### src/include/apst_params.svh
// Offsets, field positions, reset values and timing counts of the sample timing block.
`ifndef APST_PARAMS_SVH
`define APST_PARAMS_SVH

`define APST_A_CTRL1      4'h0
`define APST_A_TRIG_EN    4'h1
`define APST_A_CTRL3      4'h2
`define APST_A_CHAN       4'h3
`define APST_A_SW_TRIG    4'h4
`define APST_A_STAT       4'h5
`define APST_A_MASK       4'h6
`define APST_A_RES_A      4'h7
`define APST_A_RES_B      4'h8
`define APST_A_PWR        4'h9

`define APST_M_CTRL1      16'h0f03
`define APST_M_TRIG_EN    16'h0007
`define APST_M_CTRL3      16'h00e0
`define APST_M_CHAN       16'h000f
`define APST_M_STAT       16'h000f
`define APST_R_TRIG_EN    16'h0007

`define APST_B_SAMPLING_MODE_SELECT      0
`define APST_B_CONT       1
`define APST_B_ACQ_LO     8
`define APST_B_ACQ_HI     11
`define APST_B_BGR1       7
`define APST_B_BGR0       6
`define APST_B_CORE       5
`define APST_B_EN_PWM     0
`define APST_B_EN_SW      1
`define APST_B_EN_EXT     2
`define APST_S_RES_A      0
`define APST_S_RES_B      1
`define APST_S_PWR        2
`define APST_S_OVR        3

`define APST_SYS_NS       4
`define APST_CONV_NS      80
`define APST_HALF_CYC     (`APST_CONV_NS / (2 * `APST_SYS_NS))
`define APST_DLY_HALF     5
`define APST_LAT_A_HALF   8
`define APST_LAT_B_HALF   10
`define APST_INT_DLY      2
`define APST_REF_MS       5
`define APST_REF_CYC      (`APST_REF_MS * 1000000 / `APST_SYS_NS)
`define APST_CORE_US      50
`define APST_CORE_CYC     (`APST_CORE_US * 1000 / `APST_SYS_NS)

`endif

### src/include/apst_pkg.sv
// Types shared by the sample timing block and its bench.
`default_nettype none

package apst_pkg;

    typedef enum logic [1:0] {ST_IDLE, ST_DELAY, ST_HOLD, ST_GAP} apst_state_t;

    typedef struct packed {
        logic [3:0]  addr;
        logic [15:0] wdata;
        logic        wr;
        logic        rd;
    } apst_bus_t;

    typedef struct packed {
        logic        vld;
        logic        dual;
        logic [11:0] a;
        logic [11:0] b;
    } apst_pipe_t;

endpackage

`default_nettype wire

### src/core/apst_core.sv
// Power-up sequencing, trigger, sample/hold and result timing of the converter.
//
// Added by the designer: the strobed register port and the address map.
`include "apst_params.svh"
`default_nettype none

module apst_core
    import apst_pkg::*;
#(
    parameter int unsigned REF_SETTLE_CYC  = `APST_REF_CYC,
    parameter int unsigned CORE_SETTLE_CYC = `APST_CORE_CYC
) (
    // Clock and reset
    input  wire logic        clk_i,
    input  wire logic        rstn_i,
    // Register port
    input  wire apst_bus_t   bus_i,
    output logic [15:0]      rdata_o,
    // Trigger sources
    input  wire logic        pwm_event_source_i,
    input  wire logic        external_start_conversion_i,
    // Analog front end
    input  wire logic [11:0] code_a_i,
    input  wire logic [11:0] code_b_i,
    output logic [3:0]       sel_a_o,
    output logic [3:0]       sel_b_o,
    output logic             sample_hold_o,
    output logic             converter_clock_o,
    // Interrupt
    output logic             irq_o
);

    localparam int H = `APST_HALF_CYC;
    localparam int LAT_A = `APST_LAT_A_HALF * H;
    localparam int LAT_B = `APST_LAT_B_HALF * H;
    localparam int DMIN = `APST_DLY_HALF * H + 2;
    localparam int DMAX = (`APST_DLY_HALF + 1) * H + 1;
    localparam int NPIPE = `APST_LAT_B_HALF;
    // The fall is seen one cycle after the sampling edge that feeds the pipeline.
    localparam int LAT_A_SEEN = LAT_A - 1;
    localparam int LAT_B_SEEN = LAT_B - 1;

    logic [15:0]      ctrl1_reg, trig_en_reg, ctrl3_reg, chan_reg;
    logic [3:0]       stat_reg, mask_reg, stat_next;
    logic [11:0]      res_a_reg, res_b_reg;
    logic [15:0]      rdata_reg;
    logic [31:0]      ref_cnt_reg, core_cnt_reg;
    logic             ref_ok, core_ok, powered, pwr_ok_q;
    logic [3:0]       half_cnt_reg;
    logic             half_tick, conv_clk_reg;
    apst_state_t      state_reg;
    logic [4:0]       cnt_reg;
    logic             sh_reg;
    apst_pipe_t       pipe_reg [NPIPE];
    logic [`APST_INT_DLY-1:0] evt_a_sr, evt_b_sr;
    logic [3:0]       sel_a_reg, sel_b_reg;
    logic [3:0]       acq;
    logic             dual, cont, sw_trig, trig_req, accept, sample_now;
    logic             upd_a, upd_b;
    logic [4:0]       hold_last, gap_last;
    logic [3:0]       acq_reg;
    logic             dual_reg;

    assign acq  = acq_reg;
    assign dual = dual_reg;
    assign cont = ctrl1_reg[`APST_B_CONT];
    assign sw_trig = bus_i.wr && bus_i.addr == `APST_A_SW_TRIG && bus_i.wdata[0];

    // Mode and acquisition width are taken when a trigger is accepted, so a
    // rewrite of control one during a burst cannot stretch or cut a pulse.
    always_ff @(posedge clk_i or negedge rstn_i) begin
        if (!rstn_i) begin
            acq_reg  <= 4'h0;
            dual_reg <= 1'b0;
        end else if (accept) begin
            acq_reg  <= ctrl1_reg[`APST_B_ACQ_HI:`APST_B_ACQ_LO];
            dual_reg <= ctrl1_reg[`APST_B_SAMPLING_MODE_SELECT];
        end
    end

    // Register writes.
    always_ff @(posedge clk_i or negedge rstn_i) begin
        if (!rstn_i) begin
            ctrl1_reg   <= 16'h0000;
            trig_en_reg <= `APST_R_TRIG_EN;
            ctrl3_reg   <= 16'h0000;
            chan_reg    <= 16'h0000;
            mask_reg    <= 4'h0;
        end else if (bus_i.wr) begin
            unique case (bus_i.addr)
                `APST_A_CTRL1:   ctrl1_reg   <= bus_i.wdata & `APST_M_CTRL1;
                `APST_A_TRIG_EN: trig_en_reg <= bus_i.wdata & `APST_M_TRIG_EN;
                `APST_A_CTRL3:   ctrl3_reg   <= bus_i.wdata & `APST_M_CTRL3;
                `APST_A_CHAN:    chan_reg    <= bus_i.wdata & `APST_M_CHAN;
                `APST_A_MASK:    mask_reg    <= bus_i.wdata[3:0];
                default: ;
            endcase
        end
    end

    // Read data stand for exactly one cycle after the strobe.
    always_ff @(posedge clk_i or negedge rstn_i) begin
        if (!rstn_i) begin
            rdata_reg <= 16'h0000;
        end else if (bus_i.rd) begin
            unique case (bus_i.addr)
                `APST_A_CTRL1:   rdata_reg <= ctrl1_reg;
                `APST_A_TRIG_EN: rdata_reg <= trig_en_reg;
                `APST_A_CTRL3:   rdata_reg <= ctrl3_reg;
                `APST_A_CHAN:    rdata_reg <= chan_reg;
                `APST_A_STAT:    rdata_reg <= {12'h000, stat_reg};
                `APST_A_MASK:    rdata_reg <= {12'h000, mask_reg};
                `APST_A_RES_A:   rdata_reg <= {4'h0, res_a_reg};
                `APST_A_RES_B:   rdata_reg <= {4'h0, res_b_reg};
                `APST_A_PWR:     rdata_reg <= {13'h0000, state_reg != ST_IDLE, core_ok, ref_ok};
                default:         rdata_reg <= 16'h0000;
            endcase
        end else begin
            rdata_reg <= 16'h0000;
        end
    end
    assign rdata_o = rdata_reg;

    // Reference settles while both reference bits are set; the core counts only
    // behind them, so setting all three at once still waits the reference delay.
    always_ff @(posedge clk_i or negedge rstn_i) begin
        if (!rstn_i) begin
            ref_cnt_reg  <= 32'h0000_0000;
            core_cnt_reg <= 32'h0000_0000;
            pwr_ok_q     <= 1'b0;
        end else begin
            pwr_ok_q <= powered;
            if (!(ctrl3_reg[`APST_B_BGR1] && ctrl3_reg[`APST_B_BGR0])) begin
                ref_cnt_reg <= 32'h0000_0000;
            end else if (!ref_ok) begin
                ref_cnt_reg <= ref_cnt_reg + 32'h0000_0001;
            end
            if (!ctrl3_reg[`APST_B_CORE] || !ref_ok) begin
                core_cnt_reg <= 32'h0000_0000;
            end else if (!core_ok) begin
                core_cnt_reg <= core_cnt_reg + 32'h0000_0001;
            end
        end
    end
    // Ready drops at once when software clears a power bit.
    assign ref_ok  = ref_cnt_reg >= REF_SETTLE_CYC
                  && ctrl3_reg[`APST_B_BGR1] && ctrl3_reg[`APST_B_BGR0];
    assign core_ok = core_cnt_reg >= CORE_SETTLE_CYC && ref_ok && ctrl3_reg[`APST_B_CORE];
    assign powered = ref_ok && core_ok && ctrl3_reg[`APST_B_CORE];

    // Converter clock: system clock divided, with a tick on each half period.
    always_ff @(posedge clk_i or negedge rstn_i) begin
        if (!rstn_i) begin
            half_cnt_reg <= 4'h0;
            conv_clk_reg <= 1'b0;
        end else if (half_tick) begin
            half_cnt_reg <= 4'h0;
            conv_clk_reg <= !conv_clk_reg;
        end else begin
            half_cnt_reg <= half_cnt_reg + 4'h1;
        end
    end
    assign half_tick = half_cnt_reg == 4'(H - 1);
    assign converter_clock_o = conv_clk_reg;

    assign trig_req = (pwm_event_source_i && trig_en_reg[`APST_B_EN_PWM])
                    || (sw_trig && trig_en_reg[`APST_B_EN_SW])
                    || (external_start_conversion_i && trig_en_reg[`APST_B_EN_EXT]);
    assign accept = trig_req && powered && state_reg == ST_IDLE;
    assign hold_last = {acq, 1'b1};
    assign gap_last = dual ? 5'd3 : 5'd1;
    assign sample_now = state_reg == ST_HOLD && half_tick && cnt_reg == hold_last;

    // Sequencer in converter half periods: delay, hold, optional gap.
    always_ff @(posedge clk_i or negedge rstn_i) begin
        if (!rstn_i) begin
            state_reg <= ST_IDLE;
            cnt_reg   <= 5'd0;
            sh_reg    <= 1'b0;
        end else begin
            unique case (state_reg)
                ST_IDLE: begin
                    if (accept) begin
                        state_reg <= ST_DELAY;
                        cnt_reg   <= 5'd0;
                    end
                end
                ST_DELAY: begin
                    if (half_tick && cnt_reg == 5'(`APST_DLY_HALF)) begin
                        state_reg <= ST_HOLD;
                        cnt_reg   <= 5'd0;
                        sh_reg    <= 1'b1;
                    end else if (half_tick) begin
                        cnt_reg <= cnt_reg + 5'd1;
                    end
                end
                ST_HOLD: begin
                    if (sample_now) begin
                        state_reg <= (cont && powered) ? ST_GAP : ST_IDLE;
                        cnt_reg   <= 5'd0;
                        sh_reg    <= 1'b0;
                    end else if (half_tick) begin
                        cnt_reg <= cnt_reg + 5'd1;
                    end
                end
                ST_GAP: begin
                    if (half_tick && cnt_reg == gap_last) begin
                        state_reg <= ST_HOLD;
                        cnt_reg   <= 5'd0;
                        sh_reg    <= 1'b1;
                    end else if (half_tick) begin
                        cnt_reg <= cnt_reg + 5'd1;
                    end
                end
            endcase
        end
    end
    assign sample_hold_o = sh_reg;

    // Channel selects: one of sixteen, or matched pair index in both groups.
    always_ff @(posedge clk_i or negedge rstn_i) begin
        if (!rstn_i) begin
            sel_a_reg <= 4'h0;
            sel_b_reg <= 4'h0;
        end else if (dual) begin
            sel_a_reg <= {1'b0, chan_reg[2:0]};
            sel_b_reg <= {1'b1, chan_reg[2:0]};
        end else begin
            sel_a_reg <= chan_reg[3:0];
            sel_b_reg <= chan_reg[3:0];
        end
    end
    assign sel_a_o = sel_a_reg;
    assign sel_b_o = sel_b_reg;

    // Conversion pipeline advancing each half period; samples overlap in flight.
    always_ff @(posedge clk_i or negedge rstn_i) begin
        if (!rstn_i) begin
            for (int i = 0; i < NPIPE; i++) begin
                pipe_reg[i] <= '0;
            end
        end else if (half_tick) begin
            pipe_reg[0] <= '{vld: sample_now, dual: dual, a: code_a_i, b: code_b_i};
            for (int i = 1; i < NPIPE; i++) begin
                pipe_reg[i] <= pipe_reg[i-1];
            end
        end
    end
    assign upd_a = half_tick && pipe_reg[`APST_LAT_A_HALF-1].vld;
    assign upd_b = half_tick && pipe_reg[NPIPE-1].vld && pipe_reg[NPIPE-1].dual;

    // Result registers and the delayed flag events.
    always_ff @(posedge clk_i or negedge rstn_i) begin
        if (!rstn_i) begin
            res_a_reg <= 12'h000;
            res_b_reg <= 12'h000;
            evt_a_sr  <= '0;
            evt_b_sr  <= '0;
        end else begin
            if (upd_a) begin
                res_a_reg <= pipe_reg[`APST_LAT_A_HALF-1].a;
            end
            if (upd_b) begin
                res_b_reg <= pipe_reg[NPIPE-1].b;
            end
            evt_a_sr <= {evt_a_sr[`APST_INT_DLY-2:0], upd_a};
            evt_b_sr <= {evt_b_sr[`APST_INT_DLY-2:0], upd_b};
        end
    end

    // Sticky status, write one to clear; a new event wins over the clear.
    always_comb begin
        stat_next = stat_reg;
        if (bus_i.wr && bus_i.addr == `APST_A_STAT) begin
            stat_next = stat_reg & ~bus_i.wdata[3:0];
        end
        stat_next[`APST_S_RES_A] |= evt_a_sr[`APST_INT_DLY-1];
        stat_next[`APST_S_RES_B] |= evt_b_sr[`APST_INT_DLY-1];
        stat_next[`APST_S_PWR]   |= powered && !pwr_ok_q;
        stat_next[`APST_S_OVR]   |= trig_req && !accept;
    end

    always_ff @(posedge clk_i or negedge rstn_i) begin
        if (!rstn_i) begin
            stat_reg <= 4'h0;
        end else begin
            stat_reg <= stat_next;
        end
    end
    assign irq_o = |(stat_reg & mask_reg);

    // Helper counters watched by the checks below.
    logic [15:0] sh_len, fall_cnt;
    logic        via_gap;
    always_ff @(posedge clk_i or negedge rstn_i) begin
        if (!rstn_i) begin
            sh_len   <= 16'h0000;
            fall_cnt <= 16'h0000;
            via_gap  <= 1'b0;
        end else begin
            sh_len   <= sh_reg ? sh_len + 16'h0001 : 16'h0000;
            fall_cnt <= (!sh_reg && sh_len != 16'h0000) ? 16'h0001 : fall_cnt + 16'h0001;
            if (state_reg == ST_GAP) begin
                via_gap <= 1'b1;
            end else if (state_reg == ST_IDLE) begin
                via_gap <= 1'b0;
            end
        end
    end
endmodule // apst_core

`default_nettype wire

### config.mk
export PLATFORM = sky130hd
export DESIGN_NAME = apst_core
export DESIGN_NICKNAME = d
export VERILOG_FILES = /design/src/include/apst_pkg.sv /design/src/core/apst_core.sv
export VERILOG_INCLUDE_DIRS = /design/src /design/src/include
export SDC_FILE = /design/constraint.sdc
export NUM_CORES = 1
export LEC_CHECK = 0
export ABC_CLOCK_PERIOD_IN_PS = 3150
export BUFFER_PORTS_ARGS = -buffer_cell sky130_fd_sc_hd__buf_4
export CAP_MARGIN = 5
export CORE_AREA = 2 2 212 131
export CTS_CLUSTER_SIZE = 16
export DETAILED_ROUTE_END_ITERATION = 6
export DIE_AREA = 0 0 214 133
export HOLD_SLACK_MARGIN = 0.15
export PLACE_DENSITY = 0.87
export SLEW_MARGIN = 20
export SYNTH_ARGS = -nofsm -noshare
export SYNTH_HDL_FRONTEND = slang
export SYNTH_SLANG_ARGS = --single-unit
### constraint.sdc
create_clock -name clk_i -period 3.15 [get_ports clk_i]
set_input_delay 0.1575 -clock clk_i [delete_from_list [all_inputs] [get_ports clk_i]]
set_output_delay 0.1575 -clock clk_i [all_outputs]
set_load 0.02 [all_outputs]
==> summary.txt <==
Finish
  – Final nets: 1,747
  – Max reg flops: 236
  – Ant diodes: 0
  – Layout area overhead: 16.12%
  – Non-Filler Instances: 2,079
  – Share of cells above drive strength 1: 12.56%

Power and ir drop
  – Clock power share: 42.6%
  – Switch share: 22.35%
  – PwrDens: 559.9 mW/mm2
  – Peak supply drop: 0.0003657 V
  – Internal power: 7.897 mW
  – Sequential power share: 51.8%
  – Combinational group share of total power: 5.6%
  – Pleak: 9.338 nW
  – P_sw: 2.273 mW

Synth
  – Synth warn: 0
  – Cell variety after synth: 65
  – Synthesized instance count: 1,592
  – Main synth FF type: dfrtp_1
  – Syn Std Cell Area: 0.01564 mm2
  – Post-synth ARST share: 100.0%
  – Mux share of post-synthesis cell area: 4.680%
  – Synth Area in XOR/XNOR: 2.072%
  – Number of synthesized flops with an enable pin: 0
  – Area share of fa/ha/maj cells after synthesis: 0.8799%
  – Sequential share of the synthesized area: 62.10%
  – #FFs+latches synth: 388
  – Simple-Gate Fraction of Synth Area: 24.58%
  – Largest family of logic cells by synthesized area: simple AND/OR/NAND/NOR gates
  – Post-synthesis compound-gate area fraction: 3.208%
  – Mapped Avg Cell Area: 9.825 um2

Route
  – DR WL/cell: 15.40 um
  – Met2 wire len: 14,450 um
  – Drt pass-1 iters: 7
  – Highest routed layer: met4
  – Vias post-DR: 11,120
  – M1 wire length: 15,260 um
  – DR iter-0 viols: 1,070
  – Number of routed nets with antenna violations: 0
  – Met3 wire length: 1778 um
  – # DRC: 0
  – DR vias/cell: 5.351
  – Final wirelength: 32,010 um

Run status
  – Status: finished clean

STA
  – Final hold vios: 0
  – Setup_tns: 0 ns
  – Count of pins over their slew limit: 0
  – RSZ-0062 raised after global routing: false
  – # setup viols final: 0
  – Post-route minimum period: 2.808 ns
  – Worst slew pin tran: 0.9821 ns
  – Fin crit share: 89.16%
  – Relative slew slack: 34.53%
  – Final Skew: 0.01303 ns
  – Achievable Freq: 356.1 MHz

Setup path
  – R2R cell count: 8
  – R2r setup slk: 0.34 ns
  – Critical path class: reg2reg
  – Critical Path Sink Type: register
  – RR Endpoint: rdata_o[1]$_DFF_PN0_
  – Startpoint Class: register
  – Worst Path Arrival: 3.21 ns
  – Bufs and invs on worst path: 1
  – Crit-path slowest cell: dlygate4sd3_1
  – Crit-path max FO: 6
  – Cells along the critical path: o21a_1, o211ai_1, nand2_1, a311oi_4, nand2b_4, nor2_1, o311a_1, dlygate4sd3_1
  – Reg-to-reg critical path startpoint: core_cnt_reg[2]$_DFFE_PN0P_
  – Critical Path Max Stage Delay: 0.56 ns
  – Required @ worst endpoint: 3.55 ns
  – Critical path's top delay family: compound AO/OA/AOI/OAI gates

Global routing
  – First-pass GRT wire length: 54,950 um
  – Vias in the first global route: 10,990
  – Largest net degree at the start of global routing: 230
  – Overflow after GRT: 0
  – Total track usage: 23.50%
  – Antenna violations before repair: 0

Floorplanning
  – Starting Density: 58.46%
  – Io pins: 77
  – Std cell rows: 47
  – Die area: 0.02846 mm2
  – Die height: 133 um
  – Die width: 214 um
  – Core box area: 0.02676 mm2

Placement
  – Gpl congestion: 0.8702
  – Post-DP HPWL: 19,580 um
  – PortBufs: 67
  – Placed Cells: 1,970

Clocking
  – TritonCTS clock tree: built
  – Clock insertion delay at the later pin of the skew report: 0.53 ns
  – Maximum root-to-sink buffer count: 3
  – H-Tree Depth: 2
  – CTS Buf Count: 35
  – Clock slew at reported path FFs: 0.06 ns
  – Clock sinks: 388
  – Root Buffer: clkbuf_16
  – Post-CTS sizing: 0

Min path
  – Hold Path End: rdata_o[9]$_DFF_PN0_
  – Origin of the worst min-delay path: bus_i[20]
  – Hold depth: 4
  – Worst Hold Class: in2reg

Job
  – Max-cap viol count: 0
==> stage by stage <==
stage	area [um2]	hold WS [ns]	power, mW	setup WS [ns]	utilization, %
final	18160	0.1819	10.17	0.3415	67.88
after CTS	18160	0.1642	10.23	0.3681	67.88
after global placement	16540	0.2795	5.828	0.7470	61.80
after detailed placement	16540	0.2964	5.854	0.6613	61.80
after floorplan	15650	-0.1381	5.566	0.8007	-
after global routing	18160	0.2123	10.53	0.2494	67.88
==> power by group through the flow <==
stage               registers [mW]  logic (mW)  clock network [mW]
CTS                           5.26       0.565                4.41
floorplan                     5.32       0.245                   0
global route                  5.28       0.631                4.62
finish                        5.27       0.568                4.34
global placement              5.34       0.485                   0
detailed placement            5.35       0.501                   0
==> cells by family after synthesis <==
family                     count (synthesis)
AOI/OAI and AO/OA                         68
xor gates and xnor gates                  37
adders and majority gates                 11
buffers and inverters                     93
DFF                                      388
muxes                                     63
other                                      1
and+or+nand+nor                          931
==> layout make-up <==
cell class | count | area [um2]
Tap cell | 367 | 459.2
Clock inverter | 10 | 142.6
Multi-Input combinational cell | 1114 | 5570
Inverter | 16 | 60.06
Clock buffer | 53 | 1023
Sequential cell | 388 | 9713
Timing Repair Buffer | 131 | 1194
Fill cell | 1898 | 8594
==> repair_timing <==
action	in CTS	in global routing
endpoints found under the setup margin	0	0
endpoints found under the hold margin	147	0
setup buffers	0	0
hold buffers	46	0
==> worst max path at each step <==
stage                                            from                        to  slack (ns)  cells after the start
after CTS                 core_cnt_reg[3]$_DFFE_PN0P_      rdata_o[1]$_DFF_PN0_        0.37                      8
after global routing      core_cnt_reg[2]$_DFFE_PN0P_      rdata_o[1]$_DFF_PN0_        0.25                      8
final                     core_cnt_reg[2]$_DFFE_PN0P_      rdata_o[1]$_DFF_PN0_        0.34                      8
after detailed placement  ref_cnt_reg[18]$_DFFE_PN0P_  state_reg[1]$_DFFE_PN0P_        0.66                      7
after floorplan           ref_cnt_reg[18]$_DFFE_PN0P_          dual$_DFFE_PN0P_        0.80                      8
after global placement    ref_cnt_reg[18]$_DFFE_PN0P_        acq[2]$_DFFE_PN0P_        0.75                      7
==> cells in the final DEF, fill, tap and decap left out, types with 10 or more instances in the layout <==
cell	n
clkbuf_1	10
o21ai_0	10
dlygate4sd3_1	46
xor2_1	24
mux2_2	49
a21oi_1	16
xnor2_1	13
and3_1	16
nand3_1	18
buf_4	77
inv_1	16
nand2_1	736
nor2_1	69
dfrtp_1	385
nand4_1	19
ha_1	11
clkbuf_16	35
and2_1	12
a22oi_1	10
nor3_1	10
==> per-layer routing <==
| layer | global-route usage, % | up-vias |
|---|---|---|
| li1 | - | 5273 |
| met1 | 34.79 | 5480 |
| met2 | 36.08 | 319 |
| met3 | 4.598 | 52 |
| met4 | 6.138 | 0 |
| met5 | 0 | - |
==> cell usage after synthesis, types with 3 or more instances <==
master | count | area [um2]
nand2_1 | 736 | 2763
dfrtp_1 | 385 | 9634
nor2_1 | 69 | 259.0
clkbuf_1 | 65 | 244.0
mux2_2 | 49 | 551.8
xor2_1 | 24 | 210.2
nand4_1 | 19 | 118.9
nand3_1 | 18 | 90.09
a21oi_1 | 16 | 80.08
and3_1 | 16 | 100.1
inv_1 | 16 | 60.06
xnor2_1 | 13 | 113.9
and2_1 | 12 | 75.07
ha_1 | 11 | 137.6
a22oi_1 | 10 | 75.07
nor3_1 | 10 | 50.05
o21ai_0 | 10 | 50.05
nor2b_1 | 8 | 50.05
buf_4 | 7 | 52.55
nor4_1 | 7 | 43.79
and2_2 | 6 | 45.04
mux2i_1 | 6 | 60.06
nand2b_1 | 6 | 37.54
and4_1 | 5 | 43.79
mux2_4 | 5 | 75.07
a31oi_1 | 4 | 25.02
a221oi_1 | 3 | 26.28
a22o_1 | 3 | 26.28
buf_1 | 3 | 11.26
dfstp_2 | 3 | 78.83
or3_1 | 3 | 18.77
==> worst min-delay path: stages <==
cell and delay, ns:
buf_4 0.18, nor3_1 0.11, a22oi_1 0.16, nor2_1 0.05
Power figures use the tool's default switching activity.
